**src/include/port_irq_pkg.sv**
```systemverilog
// Shared constants and types for the port pin interrupt, pull-up and data block.
// Assumes a 32-bit AXI4-Lite register bus and one 8-pin port on one clock.
package port_irq_pkg;

	// Widths
	localparam int NUM_PINS = 8;
	localparam int ADDR_W   = 12;
	localparam int DATA_W   = 32;
	localparam int PIN_MSB  = 7;
	localparam int PIN_LSB  = 0;

	// Register byte offsets from the port base
	localparam logic [ADDR_W-1:0] OFS_EDGE_SEL = 12'h408;
	localparam logic [ADDR_W-1:0] OFS_IRQ_EN   = 12'h40C;
	localparam logic [ADDR_W-1:0] OFS_IRQ_PEND = 12'h410;
	localparam logic [ADDR_W-1:0] OFS_PULLUP   = 12'h414;
	localparam logic [ADDR_W-1:0] OFS_DATA     = 12'h41C;
	localparam logic [ADDR_W-1:0] OFS_DIR      = 12'h420;
	localparam logic [ADDR_W-1:0] OFS_IRQ_CLR  = 12'h424;

	// Reset values
	localparam logic [7:0]        RST_PIN_REG  = 8'h00;
	localparam logic [DATA_W-1:0] RST_RDATA    = 32'h0000_0000;
	localparam logic [23:0]       RESERVED_ZERO = 24'h00_0000;

	// Bus responses
	localparam logic [1:0] RESP_OKAY   = 2'h0;
	localparam logic [1:0] RESP_SLVERR = 2'h2;

	typedef logic [PIN_MSB:PIN_LSB] pin_vec_t;

	typedef enum logic [1:0] {
		WR_IDLE = 2'b00,
		WR_RESP = 2'b01
	} wr_state_e;

	typedef enum logic {
		RD_IDLE = 1'b0,
		RD_RESP = 1'b1
	} rd_state_e;

	// Edge detector configuration
	typedef struct packed {
		pin_vec_t sel;
		pin_vec_t en;
	} edge_cfg_s;

	// Edge detector state
	typedef struct packed {
		pin_vec_t prev;
		pin_vec_t hit;
	} edge_state_s;

	// Whole state of the port block
	typedef struct packed {
		wr_state_e         wr_state;
		logic              aw_full;
		logic              w_full;
		logic [ADDR_W-1:0] waddr;
		logic [7:0]        wbyte;
		logic              wstrb0;
		logic              awready;
		logic              wready;
		logic              bvalid;
		logic [1:0]        bresp;
		rd_state_e         rd_state;
		logic              arready;
		logic              rvalid;
		logic [1:0]        rresp;
		logic [DATA_W-1:0] rdata;
		pin_vec_t          en;
		pin_vec_t          pend;
		pin_vec_t          pur;
		pin_vec_t          data;
		pin_vec_t          edge_sel;
		pin_vec_t          dir;
		logic              irq;
	} port_state_s;

endpackage

```
**src/hw/port4_irq_pullup_data.sv**
```systemverilog
// Port pin interrupt, pull-up and data registers behind an AXI4-Lite slave.
// Assumes PIN_IN synchronous to CORE_CLK; pads resolve from PIN_OUT/PIN_OE.
`timescale 1ns/1ns

// Overview of operation
// Each pin has a read/write interrupt enable bit at its pin position.
// Each pin has a pending flag, 1 while its interrupt is pending.
// Writing zero to a pending bit clears it; writing one leaves it.
// Each pin has a read/write pull-up enable bit, 1 turns pull-up on.
// Eight-bit data register drives output values and reads pin levels.
// Bits 31 to 8 of every register are read-only and read zero.
// Registers at 0x40C, 0x410, 0x414, 0x41C; all reset to zero.
// Edge select bit: 0 picks falling edge, 1 picks rising edge.
// Selected edge on enabled pin sets pending; request while enabled flag set.
module port4_irq_pullup_data
	import port_irq_pkg::*;
(
	input  wire logic              CORE_CLK,
	input  wire logic              RST_N,
	input  wire logic [ADDR_W-1:0] S_AXI_AWADDR,
	input  wire logic              S_AXI_AWVALID,
	output logic                   S_AXI_AWREADY,
	input  wire logic [DATA_W-1:0] S_AXI_WDATA,
	input  wire logic [3:0]        S_AXI_WSTRB,
	input  wire logic              S_AXI_WVALID,
	output logic                   S_AXI_WREADY,
	output logic [1:0]             S_AXI_BRESP,
	output logic                   S_AXI_BVALID,
	input  wire logic              S_AXI_BREADY,
	input  wire logic [ADDR_W-1:0] S_AXI_ARADDR,
	input  wire logic              S_AXI_ARVALID,
	output logic                   S_AXI_ARREADY,
	output logic [DATA_W-1:0]      S_AXI_RDATA,
	output logic [1:0]             S_AXI_RRESP,
	output logic                   S_AXI_RVALID,
	input  wire logic              S_AXI_RREADY,
	input  wire pin_vec_t          PIN_IN,
	output pin_vec_t               PIN_OUT,
	output pin_vec_t               PIN_OE,
	output pin_vec_t               PIN_PULLUP_EN,
	output logic                   IRQ
);

	port_state_s st;
	port_state_s next_st;
	pin_vec_t    edge_hits;
	edge_cfg_s   edge_cfg;
	pin_vec_t    pin_level;
	pin_vec_t    pend_clr;
	pin_vec_t    pend_keep;
	logic        wr_do;
	logic        wr_map;
	logic        wr_pend;
	logic        wr_pur;
	logic        wr_data;
	logic        wr_en;
	logic        wr_edge;
	logic        rd_map;
	logic [7:0]  rd_byte;

	// Edge detector settings: select in the upper half, enable in the lower
	assign edge_cfg = {st.edge_sel, st.en};

	// Edge detection on the pins
	pin_edge_detect u_edge (
		.clk       (CORE_CLK),
		.rst_n     (RST_N),
		.pin_level (PIN_IN),
		.cfg       (edge_cfg),
		.hit       (edge_hits)
	);

	// Pin level seen by software: driven value on outputs, pad on inputs
	assign pin_level = (st.dir & st.data) | (~st.dir & PIN_IN);

	// Helper for the pending hold check
	assign pend_keep = st.pend & st.wbyte;

	// Next state: bus channels, register writes, pending flags, request
	always_comb begin
		next_st  = st;
		wr_do    = 1'b0;
		wr_map   = 1'b0;
		wr_pend  = 1'b0;
		wr_pur   = 1'b0;
		wr_data  = 1'b0;
		wr_en    = 1'b0;
		wr_edge  = 1'b0;
		pend_clr = 8'h00;
		rd_map   = 1'b0;
		rd_byte  = 8'h00;

		// Write address and data are taken independently
		if (S_AXI_AWVALID && st.awready) begin
			next_st.aw_full = 1'b1;
			next_st.waddr   = S_AXI_AWADDR;
		end
		if (S_AXI_WVALID && st.wready) begin
			next_st.w_full = 1'b1;
			next_st.wbyte  = S_AXI_WDATA[7:0];
			next_st.wstrb0 = S_AXI_WSTRB[0];
		end

		// Write sequencing
		case (st.wr_state)
			WR_IDLE: begin
				if (st.aw_full && st.w_full) begin
					wr_do            = 1'b1;
					next_st.aw_full  = 1'b0;
					next_st.w_full   = 1'b0;
					next_st.bvalid   = 1'b1;
					next_st.wr_state = WR_RESP;
				end
			end
			WR_RESP: begin
				if (S_AXI_BREADY) begin
					next_st.bvalid   = 1'b0;
					next_st.wr_state = WR_IDLE;
				end
			end
			default: begin
				next_st.wr_state = WR_IDLE;
			end
		endcase

		// Write address decode, word aligned
		if (st.waddr[11:2] == OFS_EDGE_SEL[11:2]) begin
			wr_map  = 1'b1;
			wr_edge = wr_do && st.wstrb0;
		end else if (st.waddr[11:2] == OFS_IRQ_EN[11:2]) begin
			wr_map = 1'b1;
			wr_en  = wr_do && st.wstrb0;
		end else if (st.waddr[11:2] == OFS_IRQ_PEND[11:2]) begin
			wr_map  = 1'b1;
			wr_pend = wr_do && st.wstrb0;
		end else if (st.waddr[11:2] == OFS_PULLUP[11:2]) begin
			wr_map = 1'b1;
			wr_pur = wr_do && st.wstrb0;
		end else if (st.waddr[11:2] == OFS_DATA[11:2]) begin
			wr_map  = 1'b1;
			wr_data = wr_do && st.wstrb0;
		end else if (st.waddr[11:2] == OFS_DIR[11:2]) begin
			wr_map = 1'b1;
			if (wr_do && st.wstrb0) begin
				next_st.dir = st.wbyte;
			end
		end else if (st.waddr[11:2] == OFS_IRQ_CLR[11:2]) begin
			wr_map = 1'b1;
			if (wr_do && st.wstrb0) begin
				pend_clr = st.wbyte;
			end
		end
		if (wr_do) begin
			next_st.bresp = wr_map ? RESP_OKAY : RESP_SLVERR;
		end

		// Register updates from the decode
		if (wr_edge) begin
			next_st.edge_sel = st.wbyte;
		end
		if (wr_en) begin
			next_st.en = st.wbyte;
		end
		if (wr_pend) begin
			pend_clr = ~st.wbyte;
		end
		if (wr_pur) begin
			next_st.pur = st.wbyte;
		end
		if (wr_data) begin
			next_st.data = st.wbyte;
		end

		// Pending flags: a new edge wins over a clear in the same cycle
		next_st.pend = (st.pend & ~pend_clr) | edge_hits;

		// Request stays high while an enabled flag is set
		next_st.irq = |(next_st.pend & next_st.en);

		// Write channel readiness
		next_st.awready = (next_st.wr_state == WR_IDLE) && !next_st.aw_full;
		next_st.wready  = (next_st.wr_state == WR_IDLE) && !next_st.w_full;

		// Read address decode
		if (S_AXI_ARADDR[11:2] == OFS_EDGE_SEL[11:2]) begin
			rd_map  = 1'b1;
			rd_byte = st.edge_sel;
		end else if (S_AXI_ARADDR[11:2] == OFS_IRQ_EN[11:2]) begin
			rd_map  = 1'b1;
			rd_byte = st.en;
		end else if (S_AXI_ARADDR[11:2] == OFS_IRQ_PEND[11:2]) begin
			rd_map  = 1'b1;
			rd_byte = st.pend;
		end else if (S_AXI_ARADDR[11:2] == OFS_PULLUP[11:2]) begin
			rd_map  = 1'b1;
			rd_byte = st.pur;
		end else if (S_AXI_ARADDR[11:2] == OFS_DATA[11:2]) begin
			rd_map  = 1'b1;
			rd_byte = pin_level;
		end else if (S_AXI_ARADDR[11:2] == OFS_DIR[11:2]) begin
			rd_map  = 1'b1;
			rd_byte = st.dir;
		end else if (S_AXI_ARADDR[11:2] == OFS_IRQ_CLR[11:2]) begin
			rd_map  = 1'b1;
			rd_byte = 8'h00;
		end

		// Read sequencing
		case (st.rd_state)
			RD_IDLE: begin
				if (S_AXI_ARVALID && st.arready) begin
					next_st.rvalid   = 1'b1;
					next_st.rdata    = {RESERVED_ZERO, rd_byte};
					next_st.rresp    = rd_map ? RESP_OKAY : RESP_SLVERR;
					next_st.rd_state = RD_RESP;
				end
			end
			RD_RESP: begin
				if (S_AXI_RREADY) begin
					next_st.rvalid   = 1'b0;
					next_st.rdata    = RST_RDATA;
					next_st.rd_state = RD_IDLE;
				end
			end
			default: begin
				next_st.rd_state = RD_IDLE;
			end
		endcase
		next_st.arready = (next_st.rd_state == RD_IDLE);
	end

	// State register, all fields zero at reset
	always_ff @(posedge CORE_CLK or negedge RST_N) begin
		if (!RST_N) begin
			st <= '0;
		end else begin
			st <= next_st;
		end
	end

	// Outputs straight from the state register
	assign S_AXI_AWREADY = st.awready;
	assign S_AXI_WREADY  = st.wready;
	assign S_AXI_BVALID  = st.bvalid;
	assign S_AXI_BRESP   = st.bresp;
	assign S_AXI_ARREADY = st.arready;
	assign S_AXI_RVALID  = st.rvalid;
	assign S_AXI_RRESP   = st.rresp;
	assign S_AXI_RDATA   = st.rdata;
	assign PIN_OUT       = st.data;
	assign PIN_OE        = st.dir;
	assign PIN_PULLUP_EN = st.pur;
	assign IRQ           = st.irq;

	// Enable write lands in the enable register
	chk_enable_write: assert property (
		@(posedge CORE_CLK) disable iff (!RST_N)
		wr_en |=> st.en == $past(st.wbyte))
		else $error("enable register missed a write");

	// A hit sets its pending flag on the next edge
	chk_pend_set: assert property (
		@(posedge CORE_CLK) disable iff (!RST_N)
		(edge_hits != 8'h00) |=> (st.pend & $past(edge_hits)) == $past(edge_hits))
		else $error("edge hit did not set pending");

	// Written zeros clear pending unless a hit arrived
	chk_pend_clear: assert property (
		@(posedge CORE_CLK) disable iff (!RST_N)
		wr_pend |=> (st.pend & ~$past(st.wbyte) & ~$past(edge_hits)) == 8'h00)
		else $error("pending bit written with zero not cleared");

	// Written ones leave pending flags set
	chk_pend_keep: assert property (
		@(posedge CORE_CLK) disable iff (!RST_N)
		wr_pend |=> (st.pend & $past(pend_keep)) == $past(pend_keep))
		else $error("pending bit written with one was lost");

	// Pull-up write reaches the pull-up pins
	chk_pullup_write: assert property (
		@(posedge CORE_CLK) disable iff (!RST_N)
		wr_pur |=> PIN_PULLUP_EN == $past(st.wbyte))
		else $error("pull-up pins do not follow the write");

	// Data write reaches the output pins
	chk_data_write: assert property (
		@(posedge CORE_CLK) disable iff (!RST_N)
		wr_data |=> PIN_OUT == $past(st.wbyte))
		else $error("output pins do not follow the data write");

	// Upper bits of read data stay zero
	chk_resvd_zero: assert property (
		@(posedge CORE_CLK) disable iff (!RST_N)
		S_AXI_RVALID |-> S_AXI_RDATA[31:8] == RESERVED_ZERO)
		else $error("reserved read bits not zero");

	// Enable, pending, pull-up and data registers are zero right after reset
	chk_reset_zero: assert property (
		@(posedge CORE_CLK)
		$rose(RST_N) |-> (st.en == RST_PIN_REG) && (st.pend == RST_PIN_REG)
			&& (st.pur == RST_PIN_REG) && (st.data == RST_PIN_REG))
		else $error("register not zero after reset");

	// Edge select write lands in the select register
	chk_edge_write: assert property (
		@(posedge CORE_CLK) disable iff (!RST_N)
		wr_edge |=> st.edge_sel == $past(st.wbyte))
		else $error("edge select missed a write");

	// Request high while any enabled flag is set, low otherwise
	chk_irq_level: assert property (
		@(posedge CORE_CLK) disable iff (!RST_N)
		IRQ == (|(st.pend & st.en)))
		else $error("interrupt request does not match enabled flags");

	// Write response follows the write by one cycle
	chk_bresp_follow: assert property (
		@(posedge CORE_CLK) disable iff (!RST_N)
		wr_do |=> S_AXI_BVALID)
		else $error("write response late");

	// Write response holds until the master takes it
	chk_bresp_hold: assert property (
		@(posedge CORE_CLK) disable iff (!RST_N)
		(S_AXI_BVALID && !S_AXI_BREADY) |=> S_AXI_BVALID)
		else $error("write response dropped before taken");

endmodule

```
**src/hw/pin_edge_detect.sv**
```systemverilog
// Per-pin edge detector producing one-cycle hit pulses for enabled pins.
// Assumes pin levels already synchronous to the clock.
`timescale 1ns/1ns
module pin_edge_detect
	import port_irq_pkg::*;
(
	input  wire logic      clk,
	input  wire logic      rst_n,
	input  wire pin_vec_t  pin_level,
	input  wire edge_cfg_s cfg,
	output pin_vec_t       hit
);

	edge_state_s st;
	edge_state_s next_st;
	pin_vec_t    seen;

	// Selected transition per pin: rising when select is 1, falling when 0
	for (genvar i = 0; i < NUM_PINS; i++) begin : g_pin
		assign seen[i] = cfg.sel[i] ? (pin_level[i] & ~st.prev[i])
		                            : (~pin_level[i] & st.prev[i]);
	end

	// Next state
	always_comb begin
		next_st      = st;
		next_st.prev = pin_level;
		next_st.hit  = seen & cfg.en;
	end

	// State register
	always_ff @(posedge clk or negedge rst_n) begin
		if (!rst_n) begin
			st <= '0;
		end else begin
			st <= next_st;
		end
	end

	assign hit = st.hit;

	// Rising edge with rising select and enable gives a hit
	chk_rise_detect: assert property (
		@(posedge clk) disable iff (!rst_n)
		(pin_level[0] && !st.prev[0] && cfg.sel[0] && cfg.en[0]) |=> hit[0])
		else $error("rising edge on pin 0 not flagged");

	// Falling edge with falling select and enable gives a hit
	chk_fall_detect: assert property (
		@(posedge clk) disable iff (!rst_n)
		(!pin_level[0] && st.prev[0] && !cfg.sel[0] && cfg.en[0]) |=> hit[0])
		else $error("falling edge on pin 0 not flagged");

	// No hit on a pin whose enable was off
	chk_gate_enable: assert property (
		@(posedge clk) disable iff (!rst_n)
		1'b1 |=> (hit & ~$past(cfg.en)) == 8'h00)
		else $error("hit on a disabled pin");

endmodule

```
**config.mk**
```make
export PLATFORM = sky130hd
export DESIGN_NAME = port4_irq_pullup_data
export DESIGN_NICKNAME = d
export VERILOG_FILES = /design/src/include/port_irq_pkg.sv /design/src/hw/port4_irq_pullup_data.sv /design/src/hw/pin_edge_detect.sv
export SDC_FILE = /design/constraint.sdc
export NUM_CORES = 1
export LEC_CHECK = 0
export ABC_AREA = 1
export BUFFER_PORTS_ARGS = -buffer_cell sky130_fd_sc_hd__buf_2
export CORE_UTILIZATION = 46
export DETAILED_ROUTE_END_ITERATION = 12
export GPL_ROUTABILITY_DRIVEN = 0
export MAX_ROUTING_LAYER = met4
export PLACE_DENSITY = 0.71
export SKIP_CTS_REPAIR_TIMING = 1
export SLEW_MARGIN = 20
export SYNTH_ARGS = -nofsm -noshare
export SYNTH_HDL_FRONTEND = slang
export SYNTH_SLANG_ARGS = --single-unit
```
**constraint.sdc**
```tcl
create_clock -name CORE_CLK -period 2.2 [get_ports CORE_CLK]
set_input_delay 0.22 -clock CORE_CLK [delete_from_list [all_inputs] [get_ports CORE_CLK]]
set_output_delay 0.22 -clock CORE_CLK [all_outputs]
set_load 0.01 [all_outputs]
```
Yosys cells after proc, flatten, opt, wreduce, memory -nomap -nowiden
Index checks and enable logic that the tools add are counted.

Equal/unequal tests: 19. Mux-type cells: 74. Bitwise operators: 49. Reductions and logical operators: 17.

Operators by type and width (number): equality test 10 x 9 -> 1 bit, second input constant (14); 2-to-1 mux 8 bit (16); case mux 32 bit (2 select lines) (1); 2-to-1 mux 1 bit (46); bitwise AND 8 bit (5); 2-to-1 mux 35 bit (1); 2-to-1 mux 32 bit (1); inverter 8 bit (3); inverter 1 bit (23); bitwise AND 1 bit (16); bitwise OR 8 bit (2); 2-to-1 mux 2 bit (4); != test 2 bit, second input constant (4); OR reduction 8 bit (1); logical AND 1 bit (7); AND reduction 7 bit (1); case mux 1 bit (2 select lines) (3); zero test 2 bit (2); 2-to-1 mux 4 bit (1); case mux 2 bit (2 select lines) (1); AND reduction 2 bit (2); AND reduction 3 bit (1); equality test 2 x 1 -> 1 bit, second input constant (1); zero test 1 bit (2); nonzero test 2 bit (1).

Bits in registers: 132. Bits of input ports: 75. Logic and storage cells: 183.

Depth between registers and ports, before layout
Gate-level depths: netlist of the first run.

Depth in word-level cells: 18. Depth in mapped cells: 13.

Hierarchy
A second synthesis of the first run with hierarchy kept.

Cell total of the unflattened synthesis: 673. Area, all modules: 5465.2 sq um.

Modules (own cells, without submodules): port4_irq_pullup_data (times used 1, cells each 585, area an instance 4764.6 sq um); pin_edge_detect (times used 1, cells each 88, area an instance 700.7 sq um).

Least setup slack after synthesis of the first run
OpenSTA, ideal clock, no wires.

Path kind: register to register. From: register st[106] in the netlist's numbering. To: register st (netlist bit edge_cfg[14]). Library setup time: 122 ps. Arrival time: 1406 ps. Data required time: 2078 ps. Setup slack: 672 ps. Cell stages (with the launch flop): 10. Buffers on the path: 2. Clock period less this slack: 1528 ps. Cells stage by stage: dfrtp_1 nor2_2 nand2_2 nor2_4 nand4_2 or2_1 buf_6 buf_12 nand2_2 o21ai_2.

Cells in the longest elaborated chain, start to end: 2.

Ends and longest elaborated chain: from (decl) (line port4_irq_pullup_data.sv:44) `port_state_s st;`; from (signal assigned) (line port4_irq_pullup_data.sv:237) `st <= next_st;`; equality test 10 x 9 -> 1 bit (line port4_irq_pullup_data.sv:127) `if (st.waddr[11:2] == OFS_EDGE_SEL[11:2]) begin`; 2-to-1 mux 1 bit (line port4_irq_pullup_data.sv:127).

Every way passes these cells. A chain may end at the register's enable or synchronous reset.

Final worst setup path of the first run
From: register st[109] in the netlist's numbering. To: register st (netlist bit edge_cfg[12]).

The elaborated chain is that of the path after synthesis.

==> results.yml, run 1 <==
run_status:
  outcome: "finished, final reports clean"
cts:
  clkSlewWorstSetupHoldPaths_ns: 0.07
  clock-sinks: 104
  cts_buffers: 9
  root_buffer: "clkbuf_16"
  cts_tree: "done"
  clockBufferDepth: 2
  htree_levels: 3
  clkLatencyLatePin_ns: 0.35
yosys:
  synth_seq_area_share: 0.4825
  synthMuxAreaShare: 0.01670
  synth_cell_type_count: 38
  synth_top_family_by_area: "simple AND/OR/NAND/NOR gates"
  synth.avg_cell_area_sq_um: 8.575
  synthAdderAreaFrac: 0
  synth_compound_area_frac: 0.09743
  yosys_warnings: 0
  synthesis.instances: 629
  synth-xor-area-share: 0
  synthSimpleGateAreaFrac: 0.2547
  synth-main-ff-cell: "dfrtp_1"
  synthArstFlopShare: 1.000
  synth_edf_count: 0
  ys_ff_latch: 104
  synthesis.area_sq_um: 5394
layout:
  diodes: 0
  fillers: 1097
  nets: 762
  mostFrequentLayoutCells: "150 x nand2_1, 104 x dfrtp_1, 82 x buf_2"
  area_delta_synth_final_pct: 10.53
  drive_gt1_frac: 0.2283
  layout_commonest_cell: "nand2_1"
job:
  maxCapViolations: 0
power_and_ir_drop:
  p_comb_frac: 0.236
  clockPowerShare: 0.319
  p_int_uw: 3686
  power_density_nw_per_um2: 925.6
  ir_worst_vdd_mv: 0.7152
  leakage_uw: 0.003164
  switchingPower_uw: 1833
  switching_share: 0.3322
  power_frac_seq: 0.444
critical_path:
  cp-start-kind: "register"
  ff2ff_path_depth: 7
  ff2ff_setup_slack_ns: 0.33
  crit-reg2reg-launch: "st[109]"
  cp.required_ns: 2.41
  crit_path_end_kind: "register"
  arrival_ns: 2.07
  path_max_fanout: 16
  max_stage_delay_ns: 0.54
  cp_slowest_cell: "or2_1"
  timing.rr.end: "edge_cfg[12]"
  crit_type: "register to register"
  path_cells: "nor2_2 -> nand2_2 -> nor2_4 -> nand4_2 -> or2_1 -> nand2_1 -> o21ai_2"
timing:
  setup_violations: 0
  period_needed_ns: 1.868
  fmax_mhz: 535.4
  setup_tns_ns: 0
  finClkSkew_ns: 0.007859
  hold_violations: 0
  hold_slack_ns: 0.01914
  relSlewSlack: 0.4377
  rsz0062_at_grt: "false"
  finalMaxSlewViolations: 0
  worst_pin_slew_ns: 0.8434
  period_share: 0.8490
floorplan:
  dieHeight_microns: 110.3
  die_x_microns: 110.3
  row_count: 39
  ios: 141
  core_sq_um: 11420
  initial_core_util: 0.4724
  die-area_sq_um: 12160
detailed_routing:
  drtAntennaViolNets: 0
  drtPass1Iterations: 4
  wire_per_inst_microns: 15.09
  drc_errors: 0
  drt_iter0_drc: 211
  routed-via-count: 4284
  wl_mm: 12.60
  vias_per_cell: 5.131
min_path:
  hold_path_class: "input pin to register"
  worstHoldPathCells: 1
  min_to: "u_edge.st[10]"
  min_from: "PIN_IN[2]"
global_routing:
  grt_pass1_vias: 4037
  overflow: 0
  antenna_found_initial: 0
  globalRouteMet1Util: 0.2693
  grtUsageTotal: 0.2259
  grt_max_degree: 54
  met3_usage: 0.04703
  grt_pass1_wl_mm: 19.75
  use_met2: 0.3718
  grt.busiest_layer: "met2"
placed_design:
  io_buffers: 83
  hpwl_mm: 8.910
-- sequential cells by signal, summed over array words and instances, names as in the netlist, 8 cells and up --
signal / flops
PIN_OE: 8
PIN_OUT: 8
PIN_PULLUP_EN: 8
S_AXI_RDATA: 8
edge_cfg: 16
st: 32
u_edge.hit: 8
u_edge.st: 8
-- power by group through the flow --
stage	Clock, uW	Sequential [uW]	Combinational [uW]
finish	1760	2450	1300
global route	1850	2490	1460
detailed placement	0	2480	1300
floorplan	0	2460	928
CTS	1790	2450	1310
global placement	0	2470	1260
-- cells by family (layout without fill, tap and decap cells) --
family | count (synthesis) | count (layout)
multiplexers | 8 | 8
AO/OA/AOI/OAI | 94 | 94
other | 1 | 27
flip-flops | 104 | 104
AND/OR/NAND/NOR | 286 | 286
buffers and inverters | 136 | 173
-- through the flow --
step | setup slack (ns) | std cells | total power, uW | util | area [sq um]
6_report | 0.3321 | 835 | 5519 | 0.5221 | 5962
2_1_floorplan | 0.6722 | 655 | 3389 | - | 5492
5_1_grt | 0.1825 | 835 | 5806 | 0.5221 | 5962
3_3_place_gp | 0.3829 | 818 | 3726 | 0.4921 | 5619
3_5_place_dp | 0.3435 | 818 | 3778 | 0.4921 | 5619
4_1_cts | 0.3312 | 834 | 5551 | 0.5213 | 5952
-- critical path, delay by kind of cell, from the launching register on --
family / cells / cell delay [ns]
simple gates: 6 / 1.27
flops: 1 / 0.39
compound gates: 1 / 0.06
-- cell usage after synthesis, drive strengths merged (3+ instances only) --
cell | n | share of area
nand4 | 15 | 0.021
o21ai | 73 | 0.075
clkbuf | 3 | 0.0021
inv | 59 | 0.041
nand2 | 157 | 0.11
and3b | 7 | 0.011
nand3 | 56 | 0.055
nor3 | 5 | 0.0097
nor2 | 44 | 0.041
mux2 | 8 | 0.017
clkinv | 3 | 0.0023
dfrtp | 104 | 0.48
a21oi | 10 | 0.0093
a31oi | 8 | 0.0093
buf | 71 | 0.10
-- how the worst max path moves through the flow --
stage                               to  depth (start not counted)  startpoint
after floorplan           edge_cfg[14]                          9     st[106]
after global placement     edge_cfg[8]                          7     st[109]
after detailed placement  edge_cfg[12]                          7     st[109]
after CTS                 edge_cfg[12]                          7     st[109]
after global routing      edge_cfg[11]                          7     st[109]
final                     edge_cfg[12]                          7     st[109]
-- per-layer routing --
layer	routed length (microns)	part of all wire
met3	767	0.061
met5	0	0
met2	6103	0.48
met4	369	0.029
met1	5362	0.43
-- cell type report --
class	instances	area, sq um	area share
inverter	62	234.0	0.03924
multi-input combinational	415	2091	0.3507
timing repair buffer	95	523.0	0.08772
clock inverter	4	76.32	0.01280
sequential	104	2603	0.4365
clock buffer	12	256.5	0.04302
tap	143	178.9	0.03001
(Power assumes the default switching activity.)
==> inputs of run 2 (changes only) <==
- PLACE_DENSITY: 0.71 -> 0.74
- clock period: 2.2 -> 1.6 ns (I/O delays scaled with it)
==> run 2 against run 1 <==
  * The flow now finishes with violations (negative setup slack)
  * Clock-buffer cell count shrank 2
  * Non-clock buffer count increased by 38
  * Sequential share of layout area shrank 2.7 points
  * Die area is the same
  * Clock skew up 0.0059 ns
  * Sequential power up 38%
  * Utilization rose by 3.5 points
  * Largest cell class unchanged
  * Largest power group unchanged
==> results.yml, run 2 (synthesized netlist as in run 1, its figures left out) <==
run_status:
  outcome: "finished, violations left"
  violations: "negative setup slack"
layout:
  mostFrequentLayoutCells: "147 x nand2_1, 104 x dfrtp_1, 82 x buf_2"
  area_delta_synth_final_pct: 17.84
  diodes: 0
  drive_gt1_frac: 0.2668
  regMostFlops: "st"
  final_util: 0.5567
  layout_commonest_cell: "nand2_1"
  nets: 801
  largest_reg_flops: 32
  fillers: 1052
global_routing:
  overflow: 0
  grt_pass1_wl_mm: 20.41
  use_met2: 0.3860
  antenna_found_initial: 0
  globalRouteMet1Util: 0.2761
  grt_pass1_vias: 4260
  met3_usage: 0.04174
  grt.busiest_layer: "met2"
  grt_max_degree: 105
  grtUsageTotal: 0.2309
floorplan:
  row_count: 39
  core_sq_um: 11420
  dieHeight_microns: 110.3
  die-area_sq_um: 12160
  initial_core_util: 0.4724
  die_x_microns: 110.3
  ios: 141
timing:
  fmax_mhz: 579.2
  relSlewSlack: 0.6295
  fin_ws_ns: -0.1264
  finalMaxSlewViolations: 0
  rsz0062_at_grt: "true"
  hold_violations: 0
  setup_violations: 24
  worst_pin_slew_ns: 0.5558
  period_share: 1.079
  period_needed_ns: 1.726
  finClkSkew_ns: 0.01377
  setup_tns_ns: -1.333
critical_path:
  timing.rr.end: "IRQ"
  crit-reg2reg-launch: "st[109]"
  max_stage_delay_ns: 0.39
  crit_type: "register to register"
  arrival_ns: 1.97
  cp-start-kind: "register"
  cp_slowest_cell: "dfrtp_1"
  crit_path_end_kind: "register"
  cp.required_ns: 1.85
  path_max_fanout: 8
  cpMostUsedCell: "nand2_1"
  path_cells: "nor2_2 -> nand2_2 -> nor2_4 -> nand3_4 -> buf_6 -> nand2_2 -> o21ai_2 -> nand2_1 -> nand2_1 -> nor2_1 -> nand2_1"
  ff2ff_path_depth: 11
  ff2ff_setup_slack_ns: -0.13
detailed_routing:
  drtAntennaViolNets: 0
  routed-via-count: 4471
  drt_iter0_drc: 229
  drtPass1Iterations: 5
  vias_per_cell: 5.116
  wire_per_inst_microns: 14.74
  wl_mm: 12.88
  drc_errors: 0
job:
  maxCapViolations: 0
cts:
  root_buffer: "clkbuf_16"
  clkSlewWorstSetupHoldPaths_ns: 0.08
  htree_levels: 3
  clock-sinks: 104
  cts_buffers: 9
  clkLatencyLatePin_ns: 0.35
  clockBufferDepth: 2
  cts_tree: "done"
min_path:
  worstHoldPathCells: 3
  min_to: "st[106]"
  hold_path_class: "input pin to register"
  min_from: "S_AXI_AWADDR[6]"
placed_design:
  hpwl_mm: 8.995
  io_buffers: 83
  place_ws_ns: -0.04285
power_and_ir_drop:
  ir_worst_vdd_mv: 1.084
  leakage_uw: 0.003361
  power_density_nw_per_um2: 1231
==> run 2: worst max path at each step <==
stage	slack [ns]	start	cells past startpoint	endpoint
2_1_floorplan	0.07	st[106]	9	edge_cfg[14]
3_3_place_gp	0.02	st[109]	10	IRQ
3_5_place_dp	-0.04	st[106]	10	IRQ
4_1_cts	-0.04	st[106]	10	IRQ
5_1_grt	-0.25	st[107]	10	IRQ
6_report	-0.13	st[109]	11	IRQ
==> run 2: critical path: cells and delay by family (launching register included) <==
family                 cells  cell delay, ns
flip-flops                 1            0.39
AND/OR/NAND/NOR            9            1.02
AO/OA/AOI/OAI              1            0.06
buffers and inverters      1            0.17
==> run 2: per-stage QoR <==
stage / hold slack, ns / area, sq um / cells / total power [uW]
floorplan: -0.1356 / 5492 / 655 / 4660
global placement: 0.2652 / 5897 / 845 / 5418
detailed placement: 0.2713 / 5897 / 845 / 5502
CTS: -0.1016 / 6208 / 861 / 7804
global route: 0.01914 / 6356 / 874 / 8268
finish: 0.008853 / 6356 / 874 / 7824
==> run 2: layer usage <==
layer / wire length [microns] / share of wire
met3: 766 / 0.059
met4: 384 / 0.030
met1: 5371 / 0.42
met5: 0 / 0
met2: 6359 / 0.49
==> run 2: final cells by class <==
type                    instances  area (sq um)  share of cell area
inverters                      62         234.0             0.03681
clock buffers                  10         239.0             0.03760
well taps                     143         178.9             0.02815
flip-flops and latches        104          2603              0.4094
repair buffers                133         907.1              0.1427
clock inverters                 6         72.57             0.01142
multi-input cells             416          2122              0.3339
==> run 2: where the power goes <==
group | switching, uW | total, uW | internal [uW]
sequential | 294 | 3380 | 3080
combinational | 1360 | 2150 | 791
clock | 1020 | 2300 | 1280
==> inputs of run 3 (changes only) <==
- ABC_CLOCK_PERIOD_IN_PS: default -> 1600
- CTS_BUF_LIST: default -> sky130_fd_sc_hd__clkbuf_16
==> run 3 against run 2 <==
  * The run still ends with negative setup slack left
  * Die area did not move
  * Combinational power barely moved
  * Clock-buffer cell count fell by 1
  * Sequential cell count did not move
  * Cell area fell by 0.16%
  * Clock skew fell by 0.00076 ns
  * Register-to-register slack barely moved
  * Setup slack improved by 0.0032 ns
  * Critical path depth did not move
  * Power fell by 0.60%
  * Wire length rose by 0.23%
  * Largest power group unchanged
==> results.yml, run 3 (synthesized netlist as in run 1, its figures left out) <==
run_status:
  outcome: "finished, violations left"
  violations: "negative setup slack"
global_routing:
  grt_pass1_wl_mm: 20.42
  overflow: 0
  grt_pass1_vias: 4254
  antenna_found_initial: 0
  grtUsageTotal: 0.2309
  grt_max_degree: 105
layout:
  drive_gt1_frac: 0.2654
  area_delta_synth_final_pct: 17.65
  layout_commonest_cell: "nand2_1"
  nets: 801
  largest_reg_flops: 32
  final_util: 0.5558
  diodes: 0
  fillers: 1054
  regMostFlops: "st"
  mostFrequentLayoutCells: "147 x nand2_1, 104 x dfrtp_1, 82 x buf_2"
timing:
  fin_ws_ns: -0.1232
  hold_violations: 0
  finalMaxSlewViolations: 0
  finClkSkew_ns: 0.01301
  rsz0062_at_grt: "true"
  period_share: 1.077
  fmax_mhz: 580.3
  worst_pin_slew_ns: 0.5624
  relSlewSlack: 0.6251
  period_needed_ns: 1.723
  setup_violations: 24
cts:
  clkSlewWorstSetupHoldPaths_ns: 0.08
  cts_buffers: 9
  clock-sinks: 104
  htree_levels: 3
  clockBufferDepth: 2
  clkLatencyLatePin_ns: 0.35
  cts_tree: "done"
  root_buffer: "clkbuf_16"
power_and_ir_drop:
  leakage_uw: 0.003355
  switching_share: 0.3441
  ir_worst_vdd_mv: 1.088
  p_comb_frac: 0.277
  p_int_uw: 5101
  power_frac_seq: 0.434
  totalPowerFinal_uw: 7778
  switchingPower_uw: 2677
  clockPowerShare: 0.289
  power_density_nw_per_um2: 1226
detailed_routing:
  drt_iter0_drc: 252
  drtAntennaViolNets: 0
  routed-via-count: 4477
  drc_errors: 0
  wl_mm: 12.91
  drtPass1Iterations: 5
  wire_per_inst_microns: 14.77
  vias_per_cell: 5.122
floorplan:
  row_count: 39
  dieHeight_microns: 110.3
  die-area_sq_um: 12160
  ios: 141
  die_x_microns: 110.3
  core_sq_um: 11420
  initial_core_util: 0.4724
placed_design:
  place_ws_ns: -0.04285
  hpwl_mm: 8.995
  io_buffers: 83
critical_path:
  max_stage_delay_ns: 0.39
  path_cells: "nor2_2 -> nand2_2 -> nor2_4 -> nand3_4 -> buf_6 -> nand2_2 -> o21ai_2 -> nand2_1 -> nand2_1 -> nor2_1 -> nand2_1"
  cpMostUsedCell: "nand2_1"
  cp-start-kind: "register"
  crit_path_end_kind: "register"
  cp_slowest_cell: "dfrtp_1"
  arrival_ns: 1.97
  path_max_fanout: 8
  crit_type: "register to register"
  cp.required_ns: 1.85
min_path:
  hold_path_class: "input pin to register"
job:
  maxCapViolations: 0
-- run 3: changes by cell type in the layout (fill, tap and decap cells not counted), sizes merged --
| cell | change |
|---|---|
| clkinv | +1 |
| clkbuf | -1 |
-- run 3: final cells by class --
type	instances	area (sq um)	share of cell area
sequential	104	2603	0.4101
clock buffer	9	225.2	0.03549
tap	143	178.9	0.02819
clock inverter	7	76.32	0.01203
multi-input combinational	416	2122	0.3344
inverter	62	234.0	0.03687
timing repair buffer	133	907.1	0.1429
-- run 3: power groups by stage --
stage,logic [uW],clock network (uW),registers (uW)
after floorplan,1280,0,3380
after global placement,2030,0,3390
after detailed placement,2090,0,3410
after CTS,2110,2270,3370
after global routing,2420,2370,3430
final,2150,2250,3370
-- run 3: through the flow --
stage / instance area, sq um / instances / TNS (ns) / hold slack, ns
2_1_floorplan: 5492 / 655 / 0 / -0.1356
5_1_grt: 6346 / 874 / -4.730 / 0.01914
6_report: 6346 / 874 / -1.409 / 0.008604
3_3_place_gp: 5897 / 845 / 0 / 0.2652
4_1_cts: 6198 / 861 / -0.04234 / -0.1016
3_5_place_dp: 5897 / 845 / -0.04285 / 0.2713
-- run 3: critical path, delay by kind of cell (launching register included) --
kind                   cells  cell delay [ns]
AO/OA/AOI/OAI              1             0.06
buffers and inverters      1             0.17
flip-flops                 1             0.39
AND/OR/NAND/NOR            9             1.02
-- run 3: per-layer routing --
metal | global-route usage | vias to the layer above | share of wire
li1 | - | 2160 | -
met3 | 0.04174 | 25 | 0.062
met4 | 0.08929 | 0 | 0.029
met1 | 0.2742 | 2119 | 0.42
met5 | - | - | 0
met2 | 0.3900 | 173 | 0.49
-- run 3: worst paths after layout --
kind	start	endpoint	slack (ns)	cells after the start
worst max-delay path	st[109]	IRQ	-0.12	11
worst min-delay path	S_AXI_AWADDR[6]	st[106]	0.009	3
worst max register to register	st[109]	IRQ	-0.12	11
worst min register to register	u_edge.hit[2]	st[35]	0.46	2
max in group asynchronous	RST_N	S_AXI_RDATA[4]	0.75	3
min in group asynchronous	RST_N	S_AXI_RRESP[1]	0.40	3
